$ cat config.mk
export PLATFORM = sky130hd
export DESIGN_NAME = imusrp_top
export DESIGN_NICKNAME = d
export VERILOG_FILES = /design/src/logic/imusrp_pkg.sv /design/src/logic/imusrp_fifo.sv /design/src/logic/imusrp_top.sv
export SDC_FILE = /design/constraint.sdc
export NUM_CORES = 1
export LEC_CHECK = 0
export BUFFER_PORTS_ARGS = -buffer_cell sky130_fd_sc_hd__buf_2
export CAP_MARGIN = 5
export CORE_MARGIN = 4
export CORE_UTILIZATION = 50
export CTS_CLUSTER_SIZE = 20
export DETAILED_ROUTE_END_ITERATION = 16
export MAX_ROUTING_LAYER = met4
export PLACE_DENSITY = 0.68
export SLEW_MARGIN = 20
export SYNTH_ARGS = -nofsm -noshare
export SYNTH_HDL_FRONTEND = slang
export SYNTH_SLANG_ARGS = --single-unit
$ cat constraint.sdc
create_clock -name ref_clk -period 11.1 [get_ports ref_clk]
set_input_delay 1.665 -clock ref_clk [delete_from_list [all_inputs] [get_ports ref_clk]]
set_output_delay 1.665 -clock ref_clk [all_outputs]
set_load 0.05 [all_outputs]
$ cat src/logic/imusrp_pkg.sv
// Package of constants for the inertial sensor serial read port
package imusrp_pkg;
  // ----------------------------------------
  // Timing
  // ----------------------------------------
  localparam int unsigned CLK_HZ = 40000000;
  localparam int unsigned SAMPLE_RATE_SPS = 1024;
  localparam int unsigned SAMPLE_CYCLES = CLK_HZ / SAMPLE_RATE_SPS;
  localparam int unsigned SAMPLE_CNT_W = 16;
  // ----------------------------------------
  // Command layout
  // ----------------------------------------
  localparam int unsigned WORD_W = 16;
  localparam int unsigned BIT_CNT_W = 4;
  localparam logic [7:0] ADDR_FIRST = 8'h04;
  localparam logic [7:0] ADDR_LAST = 8'h12;
  localparam logic [7:0] BURST_CMD = 8'h3E;
  localparam int unsigned NUM_OUT = 8;
  localparam logic [15:0] RESET_WORD = 16'h0000;
endpackage

$ cat src/logic/imusrp_fifo.sv
// Sample word FIFO between the sample source and the output registers
`timescale 1ns/1ps
`default_nettype none
module imusrp_fifo #(
  parameter int unsigned WIDTH = 16,
  parameter int unsigned DEPTH = 16
) (
  // Clock and reset
  input wire logic clk,
  input wire logic rst_n,
  // Fill side
  input wire logic in_valid,
  output logic in_ready,
  input wire logic [WIDTH-1:0] in_data,
  // Drain side
  output logic out_valid,
  input wire logic out_ready,
  output logic [WIDTH-1:0] out_data
);
  localparam int unsigned AW = $clog2(DEPTH);
  logic [WIDTH-1:0] mem [DEPTH];
  logic [AW:0] wr_ptr;
  logic [AW:0] rd_ptr;
  logic [AW:0] next_wr_ptr;
  logic [AW:0] next_rd_ptr;
  logic full;
  logic empty;
  logic do_wr;
  logic do_rd;

  assign full = (wr_ptr[AW] != rd_ptr[AW]) && (wr_ptr[AW-1:0] == rd_ptr[AW-1:0]);
  assign empty = (wr_ptr == rd_ptr);
  assign in_ready = !full;
  assign out_valid = !empty;
  assign do_wr = in_valid && !full;
  assign do_rd = out_ready && !empty;
  assign out_data = mem[rd_ptr[AW-1:0]];

  always_comb
  begin
    next_wr_ptr = wr_ptr + (AW+1)'(do_wr);
    next_rd_ptr = rd_ptr + (AW+1)'(do_rd);
  end

  always_ff @(posedge clk or negedge rst_n)
  begin
    if (!rst_n)
    begin
      wr_ptr <= '0;
      rd_ptr <= '0;
    end
    else
    begin
      wr_ptr <= next_wr_ptr;
      rd_ptr <= next_rd_ptr;
    end
  end

  always_ff @(posedge clk)
  begin
    if (do_wr)
    begin
      mem[wr_ptr[AW-1:0]] <= in_data;
    end
  end
endmodule
`default_nettype wire

$ cat src/logic/imusrp_top.sv
// Serial slave read port and sample timing of a six-axis inertial module
`timescale 1ns/1ps
`default_nettype none
module imusrp_top #(
  parameter int unsigned FIFO_DEPTH = 16,
  parameter int unsigned SAMPLE_CYCLES = imusrp_pkg::SAMPLE_CYCLES
) (
  // Clock and reset
  input wire logic ref_clk,
  input wire logic arst_n,
  // Serial link from the master
  input wire logic sclk,
  input wire logic cs_n,
  input wire logic din,
  output logic dout,
  // Sensor sample stream
  input wire logic smp_valid,
  output logic smp_ready,
  input wire logic [15:0] smp_data,
  // Multipurpose pin and data ready
  input wire logic sync_mode,
  input wire logic sync_clock_input_in,
  output logic sync_clock_input_out,
  output logic sync_clock_input_oe,
  input wire logic gpio_out_val,
  input wire logic gpio_out_en,
  output logic gpio_in_val,
  output logic data_ready_pin
);
  // ----------------------------------------
  // Reset release and input synchronisers
  // ----------------------------------------
  logic [1:0] rst_sync;
  logic rst_n;
  always_ff @(posedge ref_clk or negedge arst_n)
  begin
    if (!arst_n)
    begin
      rst_sync <= 2'h0;
    end
    else
    begin
      rst_sync <= {rst_sync[0], 1'b1};
    end
  end
  assign rst_n = rst_sync[1];

  logic [3:0] sy1;
  logic [3:0] sy2;
  logic sclk_prev;
  logic sync_prev;
  always_ff @(posedge ref_clk or negedge rst_n)
  begin
    if (!rst_n)
    begin
      sy1 <= 4'hB;
      sy2 <= 4'hB;
      sclk_prev <= 1'b1;
      // Matches the synchroniser's reset level so reset makes no false edge
      sync_prev <= 1'b1;
    end
    else
    begin
      sy1 <= {sync_clock_input_in, din, cs_n, sclk};
      sy2 <= sy1;
      sclk_prev <= sy2[0];
      sync_prev <= sy2[3];
    end
  end
  logic s_sclk;
  logic s_cs_n;
  logic s_din;
  logic s_sync;
  assign s_sclk = sy2[0];
  assign s_cs_n = sy2[1];
  assign s_din = sy2[2];
  assign s_sync = sy2[3];
  logic sclk_rise;
  logic sclk_fall;
  logic sync_rise;
  assign sclk_rise = s_sclk && !sclk_prev && !s_cs_n;
  assign sclk_fall = !s_sclk && sclk_prev && !s_cs_n;
  assign sync_rise = s_sync && !sync_prev;

  // ----------------------------------------
  // Sample timing
  // ----------------------------------------
  logic [imusrp_pkg::SAMPLE_CNT_W-1:0] smp_cnt;
  logic [imusrp_pkg::SAMPLE_CNT_W-1:0] next_smp_cnt;
  logic tick;
  always_comb
  begin
    tick = 1'b0;
    next_smp_cnt = smp_cnt + 16'h0001;
    if (sync_mode)
    begin
      tick = sync_rise;
      next_smp_cnt = 16'h0000;
    end
    else if (smp_cnt == 16'(SAMPLE_CYCLES - 1))
    begin
      tick = 1'b1;
      next_smp_cnt = 16'h0000;
    end
  end

  always_ff @(posedge ref_clk or negedge rst_n)
  begin
    if (!rst_n)
    begin
      smp_cnt <= 16'h0000;
    end
    else
    begin
      smp_cnt <= next_smp_cnt;
    end
  end

  // ----------------------------------------
  // Sample FIFO and output register bank
  // ----------------------------------------
  logic f_valid;
  logic f_ready;
  logic [15:0] f_data;
  imusrp_fifo #(.WIDTH(16), .DEPTH(FIFO_DEPTH)) u_fifo (
    .clk(ref_clk),
    .rst_n(rst_n),
    .in_valid(smp_valid),
    .in_ready(smp_ready),
    .in_data(smp_data),
    .out_valid(f_valid),
    .out_ready(f_ready),
    .out_data(f_data)
  );

  logic [15:0] stage [imusrp_pkg::NUM_OUT];
  logic [15:0] outreg [imusrp_pkg::NUM_OUT];
  logic [2:0] fill_idx;
  logic [2:0] next_fill_idx;
  logic set_full;
  logic next_set_full;
  logic commit;
  logic busy;
  logic data_ready;
  logic next_data_ready;

  // Commit skips any tick at which the master holds select so a read never sees a torn word
  assign commit = tick && set_full && s_cs_n;
  assign f_ready = !set_full;
  always_comb
  begin
    next_fill_idx = fill_idx;
    next_set_full = set_full && !commit;
    if (f_valid && !set_full)
    begin
      next_fill_idx = fill_idx + 3'h1;
      if (fill_idx == 3'(imusrp_pkg::NUM_OUT - 1))
      begin
        next_set_full = 1'b1;
      end
    end
    next_data_ready = commit;
  end

  always_ff @(posedge ref_clk or negedge rst_n)
  begin
    if (!rst_n)
    begin
      fill_idx <= 3'h0;
      set_full <= 1'b0;
      data_ready <= 1'b0;
    end
    else
    begin
      fill_idx <= next_fill_idx;
      set_full <= next_set_full;
      data_ready <= next_data_ready;
    end
  end

  genvar g;
  generate
    for (g = 0; g < imusrp_pkg::NUM_OUT; g++)
    begin : g_regs
      always_ff @(posedge ref_clk or negedge rst_n)
      begin
        if (!rst_n)
        begin
          stage[g] <= imusrp_pkg::RESET_WORD;
          outreg[g] <= imusrp_pkg::RESET_WORD;
        end
        else
        begin
          if (f_valid && !set_full && fill_idx == 3'(g))
          begin
            stage[g] <= f_data;
          end
          if (commit)
          begin
            outreg[g] <= stage[g];
          end
        end
      end
    end
  endgenerate

  // Register address to output index; addresses outside 0x04..0x12 read zero
  function automatic logic [3:0] addr_idx(input logic [7:0] a);
    if (a >= imusrp_pkg::ADDR_FIRST && a <= imusrp_pkg::ADDR_LAST && !a[0])
    begin
      addr_idx = {1'b0, 3'((a - imusrp_pkg::ADDR_FIRST) >> 1)};
    end
    else
    begin
      addr_idx = 4'h8;
    end
  endfunction

  // ----------------------------------------
  // Serial slave
  // ----------------------------------------
  logic [15:0] rx_sh;
  logic [15:0] next_rx_sh;
  logic [15:0] tx_sh;
  logic [15:0] next_tx_sh;
  logic [3:0] bit_cnt;
  logic [3:0] next_bit_cnt;
  logic [3:0] pend;
  logic [3:0] next_pend;
  logic burst;
  logic next_burst;
  logic [2:0] b_idx;
  logic [2:0] next_b_idx;
  logic dout_q;
  logic next_dout;
  logic [15:0] rx_word;
  logic [3:0] rd_sel;
  assign rx_word = {rx_sh[14:0], s_din};
  assign rd_sel = addr_idx(rx_word[15:8]);
  assign busy = !s_cs_n;

  always_comb
  begin
    next_rx_sh = rx_sh;
    next_tx_sh = tx_sh;
    next_bit_cnt = bit_cnt;
    next_pend = pend;
    next_burst = burst;
    next_b_idx = b_idx;
    next_dout = dout_q;
    if (s_cs_n)
    begin
      // Select high ends any burst and restarts word framing
      next_bit_cnt = 4'h0;
      next_burst = 1'b0;
      next_tx_sh = pend[3] ? 16'h0000 : outreg[pend[2:0]];
      next_dout = next_tx_sh[15];
    end
    else
    begin
      // Every fall, the first too: in a burst no select edge preloads the next MSB
      if (sclk_fall)
      begin
        next_dout = tx_sh[15];
      end
      if (sclk_rise)
      begin
        next_rx_sh = rx_word;
        next_tx_sh = {tx_sh[14:0], 1'b0};
        next_bit_cnt = bit_cnt + 4'h1;
        if (bit_cnt == 4'hF)
        begin
          if (burst)
          begin
            // Next register follows with no new command
            next_b_idx = b_idx + 3'h1;
            next_tx_sh = outreg[b_idx];
            if (b_idx == 3'(imusrp_pkg::NUM_OUT - 1))
            begin
              next_burst = 1'b0;
            end
          end
          else if (rx_word[15:8] == imusrp_pkg::BURST_CMD)
          begin
            next_burst = 1'b1;
            next_b_idx = 3'h1;
            next_tx_sh = outreg[0];
          end
          else
          begin
            next_pend = rx_word[15] ? 4'h8 : rd_sel;
            next_tx_sh = next_pend[3] ? 16'h0000 : outreg[next_pend[2:0]];
          end
        end
      end
    end
  end

  always_ff @(posedge ref_clk or negedge rst_n)
  begin
    if (!rst_n)
    begin
      rx_sh <= 16'h0000;
      tx_sh <= 16'h0000;
      bit_cnt <= 4'h0;
      pend <= 4'h8;
      burst <= 1'b0;
      b_idx <= 3'h0;
      dout_q <= 1'b0;
    end
    else
    begin
      rx_sh <= next_rx_sh;
      tx_sh <= next_tx_sh;
      bit_cnt <= next_bit_cnt;
      pend <= next_pend;
      burst <= next_burst;
      b_idx <= next_b_idx;
      dout_q <= next_dout;
    end
  end

  // ----------------------------------------
  // Pin outputs
  // ----------------------------------------
  logic gp_out;
  logic gp_oe;
  logic gp_in;
  always_ff @(posedge ref_clk or negedge rst_n)
  begin
    if (!rst_n)
    begin
      gp_out <= 1'b0;
      gp_oe <= 1'b0;
      gp_in <= 1'b0;
    end
    else
    begin
      gp_out <= gpio_out_val;
      gp_oe <= gpio_out_en && !sync_mode;
      gp_in <= s_sync;
    end
  end
  assign sync_clock_input_out = gp_out;
  assign sync_clock_input_oe = gp_oe;
  assign gpio_in_val = gp_in;
  assign dout = dout_q;
  assign data_ready_pin = data_ready;

  // ----------------------------------------
  // Checks
  // ----------------------------------------
  property p_drdy_pulse;
    @(posedge ref_clk) disable iff (!rst_n) data_ready |=> !data_ready;
  endproperty
  a_drdy_pulse: assert property (p_drdy_pulse) else $error("data ready longer than one cycle");
  property p_drdy_cause;
    @(posedge ref_clk) disable iff (!rst_n) $rose(data_ready) |-> $past(tick) && $past(s_cs_n);
  endproperty
  a_drdy_cause: assert property (p_drdy_cause) else $error("data ready without sample end");
  property p_tick_period;
    @(posedge ref_clk) disable iff (!rst_n) (!sync_mode && smp_cnt == 16'h0000) |-> !tick;
  endproperty
  a_tick_period: assert property (p_tick_period) else $error("sample tick at wrong count");
  property p_stable;
    @(posedge ref_clk) disable iff (!rst_n) busy && $past(busy) |-> $stable(outreg[0]);
  endproperty
  a_stable: assert property (p_stable) else $error("output register changed during read");
  property p_dout_fall;
    @(posedge ref_clk) disable iff (!rst_n) (!s_cs_n && $changed(dout_q)) |-> $past(sclk_fall);
  endproperty
  a_dout_fall: assert property (p_dout_fall) else $error("dout moved off a falling edge");
  property p_shift_rise;
    @(posedge ref_clk) disable iff (!rst_n) (!s_cs_n && $changed(rx_sh)) |-> $past(sclk_rise);
  endproperty
  a_shift_rise: assert property (p_shift_rise) else $error("input shifted off a rising edge");
  property p_burst_start;
    @(posedge ref_clk) disable iff (!rst_n)
      (sclk_rise && bit_cnt == 4'hF && !burst && rx_word[15:8] == imusrp_pkg::BURST_CMD)
      |=> burst && tx_sh == outreg[0];
  endproperty
  a_burst_start: assert property (p_burst_start) else $error("burst did not start");
  property p_pend;
    @(posedge ref_clk) disable iff (!rst_n)
      (sclk_rise && bit_cnt == 4'hF && !burst && rx_word[15:8] == 8'h06) |=> pend == 4'h1;
  endproperty
  a_pend: assert property (p_pend) else $error("read request not latched");
  property p_cs_end;
    @(posedge ref_clk) disable iff (!rst_n) s_cs_n |=> bit_cnt == 4'h0 && !burst;
  endproperty
  a_cs_end: assert property (p_cs_end) else $error("framing not reset by select");
  property p_sync_oe;
    @(posedge ref_clk) disable iff (!rst_n) sync_mode && $past(sync_mode) |-> !gp_oe;
  endproperty
  a_sync_oe: assert property (p_sync_oe) else $error("pin driven in sync mode");
  c_burst: cover property (@(posedge ref_clk) disable iff (!rst_n) $fell(burst));
  c_drdy: cover property (@(posedge ref_clk) disable iff (!rst_n) data_ready);
  c_read: cover property (@(posedge ref_clk) disable iff (!rst_n) pend == 4'h0);
endmodule
`default_nettype wire

# Yosys cells after proc, flatten, opt, wreduce, memory -nomap -nowiden
# Memories as Yosys holds them, arrays and structs flattened.
# Index checks and enable logic that the tools add are counted.
[totals]
regBits = 346
mem_bits_rw = 256
memories = 1
out_inout_bits = 6
[mem_list]
columns = ["name", "words", "word_bits", "read_ports", "rd_ports_with_merged_regs", "wr", "line", "source"]
rows = [
  ["u_fifo.mem", 16, 16, 1, 0, 1, "imusrp_fifo.sv:21", "logic [WIDTH-1:0] mem [DEPTH];"],
]
[classes]
magnitude_cmp = 5
n_reduce_logical = 41
addsub = 7
n_mux = 38
n_bitwise = 6
eq_ne = 14
[ops]
columns = ["cell", "count"]
rows = [
  ["two-way mux 16 bit", 15],
  ["binary-select mux 16 bit (select 3 bit)", 3],
  ["logical AND 1 bit", 22],
  ["adder 16 x 1 -> 16 bit (second input constant)", 1],
  ["== test 16 bit (second input constant)", 1],
  ["two-way mux 4 bit", 4],
  ["== test 3 bit (second input constant)", 5],
  ["two-way mux 1 bit", 14],
  ["greater-or-equal comparator 4 bit (second input constant)", 3],
  ["NOT 3 -> 4 bit", 3],
  ["adder 5 x 1 -> 5 bit", 2],
  ["logical NOT 1 bit", 10],
  ["== test 8 x 6 -> 1 bit (second input constant)", 1],
  ["greater-or-equal comparator 8 x 3 -> 1 bit (second input constant)", 1],
  ["less-or-equal comparator 8 x 5 -> 1 bit (second input constant)", 1],
  ["nonzero test 2 bit", 4],
  ["adder 3 x 1 -> 3 bit (second input constant)", 2],
  ["== test 3 x 2 -> 1 bit (second input constant)", 2],
  ["two-way mux 3 bit", 2],
  ["== test 5 bit", 1],
  ["AND reduction 5 bit", 1],
  ["adder 4 x 1 -> 4 bit (second input constant)", 1],
  ["== test 4 bit", 1],
  ["== test 4 bit (second input constant)", 1],
  ["7 further kinds", 10],
]

# Logic depth before layout (Yosys ltp)
# Gate-level depths: netlist of run 1.
[logic_depth]
ltp_word = 15
depth_mapped = 11

# Hierarchy
# From an unflattened synthesis of run 1, not the netlist that was laid out.
[hier_totals]
cells_unflattened = 1735
hier_area_um2 = 26805.7
[by_module_without_submodules]
columns = ["module", "cells_per_inst", "instances", "area_each_um2", "seq_area_each_um2"]
rows = [
  ["imusrp_top", 1248, 1, 16414.5, 8419.3],
  ["imusrp_fifo", 487, 1, 10391.2, 7937.6],
]

# Worst setup path after synthesis of run 1
# OpenSTA, ideal clock, no wires.
[synth_timing]
path_kind = "input -> register"
from = "input smp_valid"
to = "memory u_fifo.mem[0][0], enable pin"
required_time_ns = 10.691
path_stages = 4
setup_ns = 0.409
path_slack_ns = 7.127
arrival_time_ns = 3.564
path_cell_list = "and2_1 > clkbuf_1 > or3b_2 > nor3_1"
[synth_via]
elab_chain_len = 3
[synth_lines]
columns = ["element", "line", "source"]
rows = [
  ["start: declaration", "imusrp_top.sv:17", "input wire logic smp_valid,"],
  ["logical AND 1 bit", "imusrp_fifo.sv:35", "assign do_wr = in_valid && !full;"],
  ["two-way mux 1 bit", "imusrp_fifo.sv:61", "if (do_wr)"],
  ["two-way mux 1 bit (not written as such)", "imusrp_fifo.sv:63", "mem[wr_ptr[AW-1:0]] <= in_data;"],
  ["end: declaration", "imusrp_fifo.sv:21", ""],
]
# No other way between the ends.

# Worst setup path after layout of run 1
[layout_timing]
from = "register u_fifo.rd_ptr[0]"
to = "output smp_ready"
[layout_via]
elab_chain_len = 3
[layout_lines]
columns = ["element", "line", "source"]
rows = [
  ["start: declaration", "imusrp_fifo.sv:23", "logic [AW:0] rd_ptr;"],
  ["start signal: assignment", "imusrp_fifo.sv:55", "rd_ptr <= next_rd_ptr;"],
  ["== test 4 bit", "imusrp_fifo.sv:31", "assign full = (wr_ptr[AW] != rd_ptr[AW]) && (wr_ptr[AW-1:0] == rd_ptr[AW-1:0]);"],
  ["logical AND 1 bit", "imusrp_fifo.sv:31", ""],
  ["logical NOT 1 bit", "imusrp_fifo.sv:33", "assign in_ready = !full;"],
  ["end: declaration", "imusrp_top.sv:18", "output logic smp_ready,"],
]
# No other way between the ends.

==> summary.log, run 1 <==
[status] result of the run finished clean
[synth] share of the yosys chip area belonging to registers 0.617
[global_routing] initial antenna violation count 1
[setup_path] Worst Path Required 9440 ps
[detailed_routing] ANT nets after route 0
[synth] post-synthesis cell type count 68
[layout] fin util 0.563
[placed_design] placed wire-length estimate 37,000 um
[layout] fin nets 1,884
[setup_path] category of the most critical setup path reg2out
[sta] unrepaired setup endpoints after global routing false
[synth] share of flip-flops with an asynchronous set or reset after synthesis 0.575
[synth] Synth Flop Type sky130_fd_sc_hd__dfrtp_1
[layout] share of post-route cells with drive strength above 1 0.287
[sta] slack of the critical path 6970 ps
[synth] post-synthesis net count 1,872
[sta] ratio of final minimum period to clock period 0.372
[layout] highest-count cells in the layout ignoring fill and taps 333 x sky130_fd_sc_hd__dfrtp_1, 256 x sky130_fd_sc_hd__edfxtp_1, 229 x sky130_fd_sc_hd__mux2_2, 126 x sky130_fd_sc_hd__nor2_1, 100 x sky130_fd_sc_hd__mux4_2
[cts] number of setup buffers added after CTS 0
[global_routing] maximum number of pins on one net before global-route repair 187
[setup_path] arrival time at the worst endpoint 2470 ps
[cts] level count of the clock H-tree 2
[layout] Post-Layout Inst Area 0.0296 sq mm
[flow_run] total of max-cap violations 0
[synth] Seq cells post-synth 602
[sta] Total Negative Setup Slacks 0 ps
[cts] # hold bufs at CTS 0
[synth] mean instance size in the synthesized netlist 14.5 sq um
[setup_path] endpoint kind of the worst setup timing path output pin
[sta] highest clock rate 242 MHz
[power_and_ir_drop] cell leakage power 11.1 nW
[cts] clock latency of the later-clocked register in the worst-skew pair 630 ps
[sta] final period demand of the worst path 4130 ps
[sta] total setup violations reported at the end of the flow 0
[synth] gate count after technology mapping 1,827
[detailed_routing] post-detailed-route DRC marker count 0
[setup_path] Startpoint Class flip-flop
[global_routing] busiest grt layer met2
[detailed_routing] total number of vias 16,100
[detailed_routing] post-DR wirelength/cell 24.3 um
[cts] sinks on the clock net 602
[floorplan] overall die width 238 um
[detailed_routing] DRT iter0 DRCs 1,471
[power_and_ir_drop] Peak supply drop 0.000173 V
[synth] Yosys warnings 0
[sta] max-slew violation count 0
[cts] worst-case clock buffer depth 3
[floorplan] Ports 32
[synth] synthesized area 0.0265 sq mm
[min_path] HP Class reg2async
[setup_path] CP max FO 43
[placed_design] setup slack at placement 6620 ps
[detailed_routing] drt first pass iters 5
[global_routing] met2 Track Usage GR 0.364
[cts] Reg clk slew, reported paths 60 ps
[placed_design] Area after DPL 0.0274 sq mm
[global_routing] met3 global-route usage 0.0459
[cts] CTS tree done
[floorplan] Die Ht 238 um
[synth] number of flops mapped to enable cells by yosys 256
[placed_design] number of I/O port buffers 31
[layout] layout overhead on the synthesized area 11.7%
[cts] root cell of the clock tree sky130_fd_sc_hd__clkbuf_16
[sta] worst slew slack as a fraction of its limit 0.191
[global_routing] first-pass GRT wire length 97,400 um
[layout] final cell count without fillers 2,580
[sta] clock skew after layout 28.8 ps
[sta] Worst-Margin Slew 1200 ps
[cts] number of buffers added by the clock tree synthesis step 60
[floorplan] starting utilization of the core area 0.504
[power_and_ir_drop] cell area power density 272 mW/mm^2
[detailed_routing] total length of routed wires 62,700 um
[placed_design] number of instances in the placed design 2,463
[global_routing] number of global-route vias before repair 16,500
[detailed_routing] routed vias/inst 6.25
[sta] final hold violation count 0
[global_routing] grt met1 use 0.301
[global_routing] GR Util All Layers 0.227
[floorplan] die area 0.0568 sq mm
[cts] number of gates resized after cts 0
[floorplan] Row Count 84
[layout] most common library cell in the layout ignoring fill and taps sky130_fd_sc_hd__dfrtp_1
[global_routing] Overflow after GRT 0
[placed_design] routability congestion estimate from global placement 0.841
[floorplan] core outline area 0.0526 sq mm
kinds of logic after synthesis:
logic type | share of synthesized area
AO/OA/AOI/OAI | 0.0814
XOR/XNOR | 0.00859
adder cells (fa/ha/maj) | 0.00897
buffers and inverters | 0.0211
flip-flops | 0.617
multiplexers | 0.208
other | 0.000141
AND/OR/NAND/NOR | 0.0546
per-stage QoR:
step,hold slack (ps),total power (W)
2_1_floorplan,331,0.00516
3_3_place_gp,337,0.00582
3_5_place_dp,341,0.00593
4_1_cts,356,0.00810
5_1_grt,317,0.00849
6_report,271,0.00806
cell usage after synthesis, types with 8 or more instances:
| cell | instances | area (sq um) |
|---|---|---|
| sky130_fd_sc_hd__nor3_1 | 8 | 40.0 |
| sky130_fd_sc_hd__mux2_1 | 10 | 113 |
| sky130_fd_sc_hd__ha_1 | 19 | 238 |
| sky130_fd_sc_hd__nand2_1 | 92 | 345 |
| sky130_fd_sc_hd__o21ai_0 | 47 | 235 |
| sky130_fd_sc_hd__xnor2_1 | 10 | 87.6 |
| sky130_fd_sc_hd__a31oi_1 | 81 | 507 |
| sky130_fd_sc_hd__dfrtp_1 | 337 | 8430 |
| sky130_fd_sc_hd__mux2i_1 | 57 | 571 |
| sky130_fd_sc_hd__nand3_1 | 20 | 100 |
| sky130_fd_sc_hd__xor2_1 | 16 | 140 |
| sky130_fd_sc_hd__a221o_1 | 11 | 110 |
| sky130_fd_sc_hd__inv_1 | 16 | 60.1 |
| sky130_fd_sc_hd__a21oi_1 | 55 | 275 |
| sky130_fd_sc_hd__dfstp_2 | 9 | 236 |
| sky130_fd_sc_hd__nor2_1 | 138 | 518 |
| sky130_fd_sc_hd__edfxtp_1 | 256 | 7690 |
| sky130_fd_sc_hd__clkbuf_1 | 87 | 327 |
| sky130_fd_sc_hd__o21ai_1 | 16 | 80.1 |
| sky130_fd_sc_hd__a211oi_1 | 18 | 135 |
| sky130_fd_sc_hd__buf_2 | 24 | 120 |
| sky130_fd_sc_hd__a221oi_1 | 30 | 263 |
| sky130_fd_sc_hd__and3_1 | 16 | 100 |
| sky130_fd_sc_hd__a22oi_1 | 16 | 120 |
| sky130_fd_sc_hd__buf_1 | 8 | 30.0 |
| sky130_fd_sc_hd__mux2_2 | 229 | 2580 |
| sky130_fd_sc_hd__mux4_2 | 100 | 2250 |
critical path: stages (launching register included):
cell and delay [ps]:
sky130_fd_sc_hd__dfrtp_4 920, sky130_fd_sc_hd__xor2_1 130, sky130_fd_sc_hd__nor4_1 450, sky130_fd_sc_hd__nand2b_1 120, sky130_fd_sc_hd__buf_2 230
sequential cells by signal, indices dropped and copies added (netlist names), 2 cells and up:
signal / flops
b_idx: 3
bit_cnt: 4
fill_idx: 3
outreg: 128
pend: 4
rst_sync: 2
rx_sh: 15
smp_cnt: 16
stage: 128
sy1: 4
sy2: 4
tx_sh: 16
u_fifo.mem: 256
u_fifo.rd_ptr: 5
u_fifo.wr_ptr: 5
path summary, 6_finish.rpt:
path	startpoint	to	slack [ps]	cells after the start
max	u_fifo.rd_ptr[0]	smp_ready	6970	4
min	rst_sync[1]	smp_cnt[9]	270	0
max reg2reg	u_fifo.rd_ptr[0]	stage[31]	7060	7
min reg2reg	rst_sync[1]	smp_cnt[9]	270	0
max in group asynchronous	rst_sync[1]	stage[119]	8300	4
min in group ref_clk	rst_sync[0]	rst_sync[1]	350	0
where the power goes:
group          internal, W  switching (W)
logic              0.00111        0.00130
clock network      0.00129       0.000862
registers          0.00298       0.000518
total              0.00538        0.00268
layout make-up:
class,count,area (sq um)
clock inverter,32,435
clock buffer,82,1700
timing repair buffer,71,508
antenna,1,2.50
tap,688,861
sequential,602,16400
multi-input combinational,1087,9660
fill,4158,23000
inverter,17,63.8
per-layer routing:
metal | vias up | routed length, um
met4 | 0 | 1630
met3 | 120 | 4510
met2 | 568 | 30500
met5 | - | 0
li1 | 7069 | -
met1 | 8366 | 26100
No activity file was read; power rests on OpenSTA's default activity.
==> run 2: changes to the inputs <==
PLACE_DENSITY = 0.66   (was 0.68)
clock period = 4.25 ns   (was 11.1 ns; I/O delays follow)
==> summary.log, run 2 (same netlist as run 1, synthesis figures left out) <==
[cts] CTS tree done
[floorplan] Die Ht 238 um
[cts] sinks on the clock net 602
[setup_path] cell with the biggest individual delay on the critical path sky130_fd_sc_hd__nor2_4
[global_routing] initial antenna violation count 0
[power_and_ir_drop] cell area power density 712 mW/mm^2
[floorplan] die area 0.0568 sq mm
[global_routing] busiest grt layer met2
[setup_path] r2r worst-path depth 9
[sta] final hold violation count 0
[floorplan] Row Count 84
[layout] layout overhead on the synthesized area 12.3%
[setup_path] worst path bufs/invs 2
[floorplan] Ports 32
[sta] unrepaired setup endpoints after global routing false
[setup_path] Startpoint Class flip-flop
[global_routing] Overflow after GRT 0
[global_routing] GR Util All Layers 0.236
[setup_path] CP max FO 21
[setup_path] Reg2Reg Launch Point rx_sh[9]
[setup_path] arrival time at the worst endpoint 3500 ps
[min_path] Hold Path Stages 1
[floorplan] starting utilization of the core area 0.504
[sta] ratio of final minimum period to clock period 0.703
[setup_path] Critical path destination tx_sh[6]
[detailed_routing] total length of routed wires 64,300 um
[sta] total setup violations reported at the end of the flow 0
[placed_design] number of I/O port buffers 31
[min_path] HP Class in2reg
[cts] level count of the clock H-tree 2
[flow_run] total of max-cap violations 0
[setup_path] CP startpoint rx_sh[9]
[detailed_routing] DRT iter0 DRCs 1,462
[status] result of the run finished clean
[layout] fin nets 1,914
[setup_path] endpoint kind of the worst setup timing path flip-flop
[placed_design] setup slack at placement 1290 ps
[placed_design] routability congestion estimate from global placement 0.919
[detailed_routing] post-detailed-route DRC marker count 0
[layout] diode insertion count for antenna repair 0
[setup_path] sequence of cells on the critical path inv_1 -> buf_4 -> ha_1 -> a21boi_1 -> nor3_2 -> nor2_4 -> mux4_2 -> o211ai_1 -> a21oi_1
[setup_path] category of the most critical setup path reg2reg
[cts] root cell of the clock tree sky130_fd_sc_hd__clkbuf_16
[setup_path] worst reg2reg setup slack 1260 ps
[cts] worst-case clock buffer depth 3
[layout] flip-flop count of the largest register, all copies and words added 256
[floorplan] core outline area 0.0526 sq mm
[sta] slack of the critical path 1260 ps
[sta] Worst-Margin Slew 1040 ps
[layout] highest-count cells in the layout ignoring fill and taps 332 x sky130_fd_sc_hd__dfrtp_1, 256 x sky130_fd_sc_hd__edfxtp_1, 229 x sky130_fd_sc_hd__mux2_2, 132 x sky130_fd_sc_hd__nor2_1, 100 x sky130_fd_sc_hd__mux4_2
[setup_path] delay of the slowest critical-path stage 650 ps
[global_routing] number of global-route vias before repair 16,800
[global_routing] maximum number of pins on one net before global-route repair 113
[power_and_ir_drop] cell leakage power 11.2 nW
[sta] max-slew violation count 0
[cts] number of gates resized after cts 0
[placed_design] number of instances in the placed design 2,493
[sta] final period demand of the worst path 2990 ps
[detailed_routing] total number of vias 16,200
[setup_path] Worst Path Required 4760 ps
[setup_path] kind of cell with the highest combined delay on the critical path simple AND/OR/NAND/NOR gates
[floorplan] overall die width 238 um
[layout] most common library cell in the layout ignoring fill and taps sky130_fd_sc_hd__dfrtp_1
[layout] final cell count without fillers 2,607
[global_routing] first-pass GRT wire length 101,000 um
[setup_path] CP Depth 9
[cts] clock latency of the later-clocked register in the worst-skew pair 640 ps
[placed_design] placed wire-length estimate 40,900 um
[sta] clock skew after layout 21.6 ps
[detailed_routing] drt first pass iters 6
[setup_path] capture instance of the worst register-to-register path tx_sh[6]
[global_routing] grt met1 use 0.328
[sta] worst slew slack as a fraction of its limit 0.308
[sta] Total Negative Setup Slacks 0 ps
[cts] Reg clk slew, reported paths 60 ps
[power_and_ir_drop] Peak supply drop 0.000409 V
[cts] number of buffers added by the clock tree synthesis step 61
[detailed_routing] post-DR wirelength/cell 24.7 um
[detailed_routing] ANT nets after route 0
[global_routing] met2 Track Usage GR 0.368
[layout] filler cell count 4,132
[sta] highest clock rate 335 MHz
[detailed_routing] routed vias/inst 6.21
[global_routing] met3 global-route usage 0.0324
[layout] share of post-route cells with drive strength above 1 0.288
## run 2: what timing repair did
| action | CTS | global route |
|---|---|---|
| hold buffers | 1 | 0 |
| hold endpoints to repair | 2 | 0 |
| setup buffers | 0 | 0 |
## run 2: worst reg2reg max path, stage by stage, from the launching register on
cell                       delay, ps
sky130_fd_sc_hd__dfrtp_1         380
sky130_fd_sc_hd__inv_1            60
sky130_fd_sc_hd__buf_4           230
sky130_fd_sc_hd__ha_1            220
sky130_fd_sc_hd__a21boi_1        320
sky130_fd_sc_hd__nor3_2          160
sky130_fd_sc_hd__nor2_4          650
sky130_fd_sc_hd__mux4_2          600
sky130_fd_sc_hd__o211ai_1        170
sky130_fd_sc_hd__a21oi_1          90
## run 2: through the flow
| step | area (sq um) | utilization | total power [W] | hold slack (ps) |
|---|---|---|---|---|
| 2_1_floorplan | 26500 | - | 0.0135 | 331 |
| 3_3_place_gp | 27700 | 0.527 | 0.0155 | 278 |
| 3_5_place_dp | 27700 | 0.527 | 0.0157 | 286 |
| 4_1_cts | 29800 | 0.566 | 0.0213 | 74.0 |
| 5_1_grt | 29800 | 0.566 | 0.0223 | 75.2 |
| 6_report | 29800 | 0.566 | 0.0212 | 102 |
## run 2: metal layers
metal,vias up,part of all wire
met3,117,0.066
li1,7106,-
met4,0,0.028
met1,8376,0.43
met2,596,0.48
met5,-,0
## run 2: worst min path at each step
stage                             start                   end  slack, ps
global placement            rst_sync[1]           fill_idx[2]        280
floorplan                   rst_sync[0]           rst_sync[1]        330
finish              sync_clock_input_in                sy1[3]        100
detailed placement          rst_sync[1]           fill_idx[2]        290
CTS                                cs_n                sy1[1]         70
global route               gpio_out_val  sync_clock_input_out         80
## run 2: report_power, final
group | switching [W] | internal, W
combinational | 0.00345 | 0.00305
clock | 0.00226 | 0.00319
sequential | 0.00145 | 0.00778
## run 2: area by class of cell
type,instances,area (sq um),area share
Inverter,17,63.8,0.00214
Multi-Input combinational cell,1087,9620,0.323
Clock buffer,82,1680,0.0564
Sequential cell,602,16400,0.550
Timing Repair Buffer,100,776,0.0261
Clock inverter,31,382,0.0128
Tap cell,688,861,0.0289
